**config.mk**
```make
export PLATFORM = sky130hd
export DESIGN_NAME = pin_cfg_regs
export DESIGN_NICKNAME = d
export VERILOG_FILES = /design/src/inc/pin_cfg_pkg.sv /design/src/logic/pin_cfg_regs.sv
export VERILOG_INCLUDE_DIRS = /design/src /design/src/inc
export SDC_FILE = /design/constraint.sdc
export NUM_CORES = 1
export LEC_CHECK = 0
export CAP_MARGIN = 10
export CORE_MARGIN = 4
export CORE_UTILIZATION = 58
export DETAILED_ROUTE_END_ITERATION = 10
export DONT_BUFFER_PORTS = 1
export PLACE_DENSITY = 0.76
export SLEW_MARGIN = 30
export SYNTH_ARGS = -nofsm -noshare
export SYNTH_HDL_FRONTEND = slang
export SYNTH_SLANG_ARGS = --single-unit
export TNS_END_PERCENT = 100
```
**constraint.sdc**
```tcl
create_clock -name sys_clk_in -period 2.18 [get_ports sys_clk_in]
set_input_delay 0.327 -clock sys_clk_in [delete_from_list [all_inputs] [get_ports sys_clk_in]]
set_output_delay 0.327 -clock sys_clk_in [all_outputs]
set_load 0.05 [all_outputs]
```
**src/inc/pin_cfg_regs.svh**
```systemverilog
// Register offsets, field positions, reset values for the pin and input config slice
// Assumes an 8-bit register address and 8-bit data on the host port
`ifndef PIN_CFG_REGS_SVH
`define PIN_CFG_REGS_SVH

`define OFF_PIN_ATT_CFG      8'h7D
`define OFF_FACTORY_TEST_A   8'h7E
`define OFF_FACTORY_TEST_B   8'h7F
`define OFF_LOCK_CFG         8'h40
`define OFF_DRIVE_CFG        8'h7C

`define RST_PIN_ATT_CFG      8'h00
`define RST_FACTORY_TEST     8'h00
`define RST_LOCK_BIT         1'b0
`define RST_DRIVE_FREQ       1'b0

`define FLD_ROLE_LSB         0
`define FLD_THR_LSB          2
`define FLD_BYPASS_LSB       4
`define FLD_LOCK_BIT         1
`define FLD_DRIVE_FREQ_BIT   1

`endif

```
**src/inc/pin_cfg_pkg.sv**
```systemverilog
// Types shared by the pin and input config slice
// Assumes nothing beyond a SystemVerilog compiler
package pin_cfg_pkg;

  typedef enum logic [1:0] {
    ROLE_FAN4_SPEED   = 2'b00,
    ROLE_OVERTEMP     = 2'b01,
    ROLE_ALERT_OUT    = 2'b10,
    ROLE_GPIO         = 2'b11
  } pin_role_t;

  typedef enum logic [1:0] {
    THR_20MV  = 2'b00,
    THR_40MV  = 2'b01,
    THR_80MV  = 2'b10,
    THR_130MV = 2'b11
  } tach_thr_t;

  typedef struct packed {
    logic [7:0] addr;
    logic [7:0] wdata;
    logic       wr;
    logic       rd;
  } reg_req_t;

  typedef struct packed {
    logic      bypass_12v_divider;
    logic      bypass_5v_divider;
    logic      bypass_core_supply_divider;
    logic      bypass_2v5_divider;
    tach_thr_t two_wire_tach_threshold;
    pin_role_t shared_pin_role_select;
  } pin_att_cfg_t;

endpackage

```
**src/logic/pin_cfg_regs.sv**
```systemverilog
// Pin role, tach threshold and attenuator bypass register slice
// Assumes a host port master on sys_clk_in; read data one cycle after rd
`timescale 1ns/1ps
`include "pin_cfg_regs.svh"

module pin_cfg_regs (
  input  wire logic                    sys_clk_in,
  input  wire logic                    arst_n_in,
  input  wire pin_cfg_pkg::reg_req_t   req_in,
  output logic [7:0]                   rdata_out,
  output pin_cfg_pkg::pin_role_t       pin_role_out,
  output logic                         tach_thr_valid_out,
  output pin_cfg_pkg::tach_thr_t       tach_thr_out,
  output logic [3:0]                   bypass_out,
  output logic                         low_freq_drive_out,
  output logic                         cfg_locked_out
);

  // ****************************************************************
  // Register state
  // ****************************************************************
  pin_cfg_pkg::pin_att_cfg_t cfg_q;
  pin_cfg_pkg::pin_att_cfg_t cfg_d;
  logic                      lock_q;
  logic                      lock_d;
  logic                      lf_q;
  logic                      lf_d;
  pin_cfg_pkg::tach_thr_t    thr_q;
  pin_cfg_pkg::tach_thr_t    thr_d;
  logic [7:0]                rdata_q;
  logic [7:0]                rdata_d;
  logic [7:0]                cfg_bits;
  logic                      hit_cfg;
  logic                      hit_lock;
  logic                      hit_drive;
  logic                      hit_test_a;
  logic                      hit_test_b;
  logic                      wr_cfg;
  logic                      wr_lock;
  logic                      wr_drive;

  // Factory hooks are not modelled; both test registers read as tied off
  localparam logic [7:0] FACTORY_TEST_VAL = `RST_FACTORY_TEST;

  // ****************************************************************
  // Address decode
  // ****************************************************************
  // Full 8-bit compare, so no register aliases elsewhere in the map
  always_comb begin
    hit_cfg    = 1'b0;
    hit_lock   = 1'b0;
    hit_drive  = 1'b0;
    hit_test_a = 1'b0;
    hit_test_b = 1'b0;
    case (req_in.addr)
      `OFF_PIN_ATT_CFG: begin
        hit_cfg = 1'b1;
      end
      `OFF_LOCK_CFG: begin
        hit_lock = 1'b1;
      end
      `OFF_DRIVE_CFG: begin
        hit_drive = 1'b1;
      end
      `OFF_FACTORY_TEST_A: begin
        hit_test_a = 1'b1;
      end
      `OFF_FACTORY_TEST_B: begin
        hit_test_b = 1'b1;
      end
      default: begin
        // Unmapped addresses read zero and drop writes
      end
    endcase
  end

  // Test register writes match no enable and are dropped
  always_comb begin
    wr_cfg   = 1'b0;
    wr_lock  = 1'b0;
    wr_drive = 1'b0;
    if (req_in.wr) begin
      wr_lock = hit_lock;
      // Locked registers drop the write; the host sees no error
      if (!lock_q) begin
        wr_cfg   = hit_cfg;
        wr_drive = hit_drive;
      end
    end
  end

  // ****************************************************************
  // Lock, sticky until power-on reset
  // ****************************************************************
  always_comb begin
    lock_d = lock_q;
    if (wr_lock) begin
      // Writing zero never unlocks, so locked settings cannot be undone
      lock_d = lock_q | req_in.wdata[`FLD_LOCK_BIT];
    end
  end

  // Power-on only; no software path clears the lock
  always_ff @(posedge sys_clk_in or negedge arst_n_in) begin
    if (!arst_n_in) begin
      lock_q <= `RST_LOCK_BIT;
    end else begin
      lock_q <= lock_d;
    end
  end

  // ****************************************************************
  // Pin role, threshold and bypass config
  // ****************************************************************
  always_comb begin
    cfg_d = cfg_q;
    // Whole byte lands at once; no field is write-protected alone
    if (wr_cfg) begin
      cfg_d = pin_cfg_pkg::pin_att_cfg_t'(req_in.wdata);
    end
  end

  always_ff @(posedge sys_clk_in or negedge arst_n_in) begin
    if (!arst_n_in) begin
      cfg_q <= pin_cfg_pkg::pin_att_cfg_t'(`RST_PIN_ATT_CFG);
    end else begin
      cfg_q <= cfg_d;
    end
  end

  assign cfg_bits = cfg_q;

  // ****************************************************************
  // Drive frequency and effective tach threshold
  // ****************************************************************
  always_comb begin
    lf_d  = lf_q;
    thr_d = pin_cfg_pkg::THR_20MV;
    if (wr_drive) begin
      lf_d = req_in.wdata[`FLD_DRIVE_FREQ_BIT];
    end
    // Lowest code in high frequency keeps the comparator neutral
    if (lf_d) begin
      thr_d = cfg_d.two_wire_tach_threshold;
    end
  end

  // Registered from next values so the threshold never lags the mode bit
  always_ff @(posedge sys_clk_in or negedge arst_n_in) begin
    if (!arst_n_in) begin
      lf_q  <= `RST_DRIVE_FREQ;
      thr_q <= pin_cfg_pkg::THR_20MV;
    end else begin
      lf_q  <= lf_d;
      thr_q <= thr_d;
    end
  end

  // ****************************************************************
  // Read port
  // ****************************************************************
  always_comb begin
    rdata_d = 8'h00;
    if (req_in.rd) begin
      if (hit_cfg) begin
        // Raw threshold code reads back whatever the drive mode
        rdata_d = cfg_bits;
      end
      if (hit_test_a) begin
        rdata_d = FACTORY_TEST_VAL;
      end
      if (hit_test_b) begin
        rdata_d = FACTORY_TEST_VAL;
      end
      if (hit_lock) begin
        rdata_d[`FLD_LOCK_BIT] = lock_q;
      end
      if (hit_drive) begin
        rdata_d[`FLD_DRIVE_FREQ_BIT] = lf_q;
      end
    end
  end

  // Registered so read data stand for exactly one cycle
  always_ff @(posedge sys_clk_in or negedge arst_n_in) begin
    if (!arst_n_in) begin
      rdata_q <= 8'h00;
    end else begin
      rdata_q <= rdata_d;
    end
  end

  // ****************************************************************
  // Outputs to pin mux, tach comparator and voltage front end
  // ****************************************************************
  assign rdata_out          = rdata_q;
  assign pin_role_out       = cfg_q.shared_pin_role_select;
  assign tach_thr_valid_out = lf_q;
  assign tach_thr_out       = thr_q;
  assign low_freq_drive_out = lf_q;
  assign cfg_locked_out     = lock_q;

  // One enable per measured channel, ordered 2v5, core, 5v, 12v
  genvar g;
  generate
    for (g = 0; g < 4; g++) begin : gen_bypass
      assign bypass_out[g] = cfg_bits[`FLD_BYPASS_LSB + g];
    end
  endgenerate

endmodule

```
==> out/qor.csv <==
stage;metric;value;unit
pwr;pwr-share-clk;0.399;
place;port_buffers;0;
finish;multi_input_area;279;sq um
logic_synthesis;ys_types;19;
setup_path;path_class;flop to flop;
timing;fmax;614;MHz
logic_synthesis;synth_compound_gate_area_share;0.0178;
logic_synthesis;synth_common_cells;20 x dfrtp_1, 7 x and2_1, 7 x buf_4;
logic_synthesis;synthXorXnorAreaFrac;0;
pwr;finalPower;741;uW
setup_path;r2r_cells;4;
clock_network;numCtsBuffers;3;
finish;drive_gt1_frac;0.254;
clock_network;htreeDepth;1;
logic_synthesis;synth_area_leader_cell;dfrtp_1;
route;avgViaCountPerCell;5.83;
timing;grt_setup_unrepaired;false;
logic_synthesis;synth_nets;82;
finish;regArea;500;sq um
timing;max_slew_margin;0.453;
logic_synthesis;synth-adder-area-share;0;
logic_synthesis;ys_seq_elements;20;
timing;finalHoldViolations;0;
finish;fill_cells;99;
grt;first_global_vias;451;
die;num_io_pins;39;
logic_synthesis;synth_edf_count;0;
route;via_count;455;
die;std_cell_rows;13;
setup_path;r2r-end;tach_thr_out[1];
min_path;hold_depth;2;
logic_synthesis;async_flop_share;1.00;
route;wl_per_cell;16.5;microns
die;die_h;46.1;microns
timing;tightest_slew;817;ps
grt;grt_first_pass_wirelength;1870;microns
grt;grt_start_max_net_pins;21;
logic_synthesis;yosysSeqAreaShare;0.593;
setup_path;crit_fanout;4;
pwr;p_sw;161;uW
timing;setup_tns;0;ps
logic_synthesis;postSynthCellCount;62;
clock_network;clock_latency;300;ps
logic_synthesis;synth.cell_area;843;sq um
timing;fin_skew;13.8;ps
logic_synthesis;avgSynthCellArea;13.6;sq um
logic_synthesis;yosysWarnings;0;
timing;setup_violations;0;
setup_path;crit_arrival;1820;ps
route;totalWireLength;1290;microns
die;die_x;46.1;microns
grt;overflow;0;
finish;final_area;895;sq um
die;core-area;1330;sq um
grt;antenna_found_initial;0;
setup_path;r2r_start;cfg_locked_out;
place;place.gp.congestion;0.850;
clock_network;cts_tree;yes;
timing;fin_crit_sh;0.747;
run;cap_viol_max_count;0;
grt;grt_usage;0.132;
min_path;hold_start;req_in[0];
setup_path;worstSetupEndpointType;flop;
pwr;p_seq_frac;0.547;
clock_network;path_clk_slew;120;ps
logic_synthesis;synth-simple-area-share;0.180;
pwr;powerDensity;829;nW/um^2
clock_network;clock_sinks;20;
route;drtIter0Drc;2;
setup_path;critPathLaunchType;flop;
logic_synthesis;synth.area.mux_share;0.134;
min_path;hold_path.class;primary input to flop;
clock_network;cts_resized;0;
pwr;p_int;580;uW
pwr;power_leakage;0.447;nW
logic_synthesis;synth_area_leaders;dfrtp_1 59%, mux2_2 8.0%, buf_4 6.2%;
logic_synthesis;ys.flop_type;dfrtp_1;
die;initial_core_util;0.632;
setup_path;r2r_slack;550;ps
route;post-route-drc-count;0;
run_status;status;completed;
place;placed_cell_area;832;sq um
route;first_pass_iters;4;
pwr;sw_frac_of_total;0.217;
timing;report.final.slew_viol_count;0;
min_path;hold_end;rdata_out[1];
finish;num-nets-final;84;
pwr;irDropWorstVdd;0.000704;V
clock_network;clock_path_buffers;2;
setup_path;cp.required;2370;ps
logic_synthesis;synth_top_family_by_area;simple AND/OR/NAND/NOR gates;
finish;final_core_util;0.671;
die;dieArea;2130;sq um
finish;synthToLayoutAreaGrowth;6.08;%
timing;whs;152;ps
clock_network;root_buffer;clkbuf_4;
timing;period_needed;1630;ps
logic_synthesis;synth_top_area_frac;0.593;
pwr;comb_power_share;0.054;
logic_synthesis;yosysMostFrequentCell;dfrtp_1;
finish;antenna_cells;0;
route;antenna_left;0;
logic make-up after synthesis:
family / Yosys count
AND/OR/NAND/NOR: 20
flip-flops: 20
AO/OA/AOI/OAI: 2
multiplexers: 10
buffers and inverters: 10
worst max-delay path by stage:
| stage | from | endpoint | slack (ps) |
|---|---|---|---|
| floorplan | cfg_locked_out | tach_thr_out[1] | 410 |
| global placement | req_in[11] | tach_thr_out[0] | 510 |
| detailed placement | req_in[11] | bypass_out[2] | 490 |
| CTS | cfg_locked_out | tach_thr_out[1] | 520 |
| global route | cfg_locked_out | tach_thr_out[1] | 460 |
| finish | cfg_locked_out | tach_thr_out[1] | 550 |
layout make-up:
type	instances	area share
Inverter	3	0.0126
Multi-Input combinational cell	32	0.312
Clock inverter	1	0.0336
Clock buffer	3	0.0252
Sequential cell	20	0.559
Timing Repair Buffer	4	0.0364
Tap cell	15	0.0210
state kept, by name, indices dropped and copies added (netlist names):
signal	flops
bypass_out	4
low_freq_drive_out	1
tach_thr_out	2
pin_role_out	2
rdata_out	8
cfg_bits	2
cfg_locked_out	1
per-stage QoR:
step	setup slack, ps	instances
floorplan	413	62
global placement	514	73
detailed placement	487	73
CTS	516	78
global route	459	78
finish	552	78
critical path, stage by stage, from the launching register on:
cell and delay [ps]:
dfrtp_1 420, buf_4 210, nor4_1 340, mux2i_1 330, and2b_1 220
cell usage in the layout (no fill, tap or decap), types with 3 or more instances in the layout:
master    count
mux2i_1       3
clkbuf_4      3
dfrtp_1      20
and2_1        7
buf_4         3
mux2_2        6
nor2_1        4
inv_1         3
timing repair:
item | CTS | global route
hold buffers | 1 | 0
endpoints found under the setup margin | 0 | 0
endpoints found under the hold margin | 20 | 0
buffers inserted | 0 | 0
power by group through the flow:
stage          Sequential, mW  Combinational [mW]  Clock [mW]
4_1_cts                 0.406              0.0411       0.299
6_report                0.405              0.0401       0.296
5_1_grt                 0.407              0.0439       0.314
3_3_place_gp            0.413              0.0323           0
2_1_floorplan           0.399              0.0491           0
3_5_place_dp            0.413              0.0329           0
routing by layer:
layer	part of all wire	global-route usage	wire length (microns)	vias up
met5	0	0	0	-
met4	0.0078	0.0682	10	0
li1	-	-	-	207
met1	0.41	0.145	532	220
met3	0.13	0.0859	164	2
met2	0.45	0.195	581	26
(Power assumes the default switching activity.)
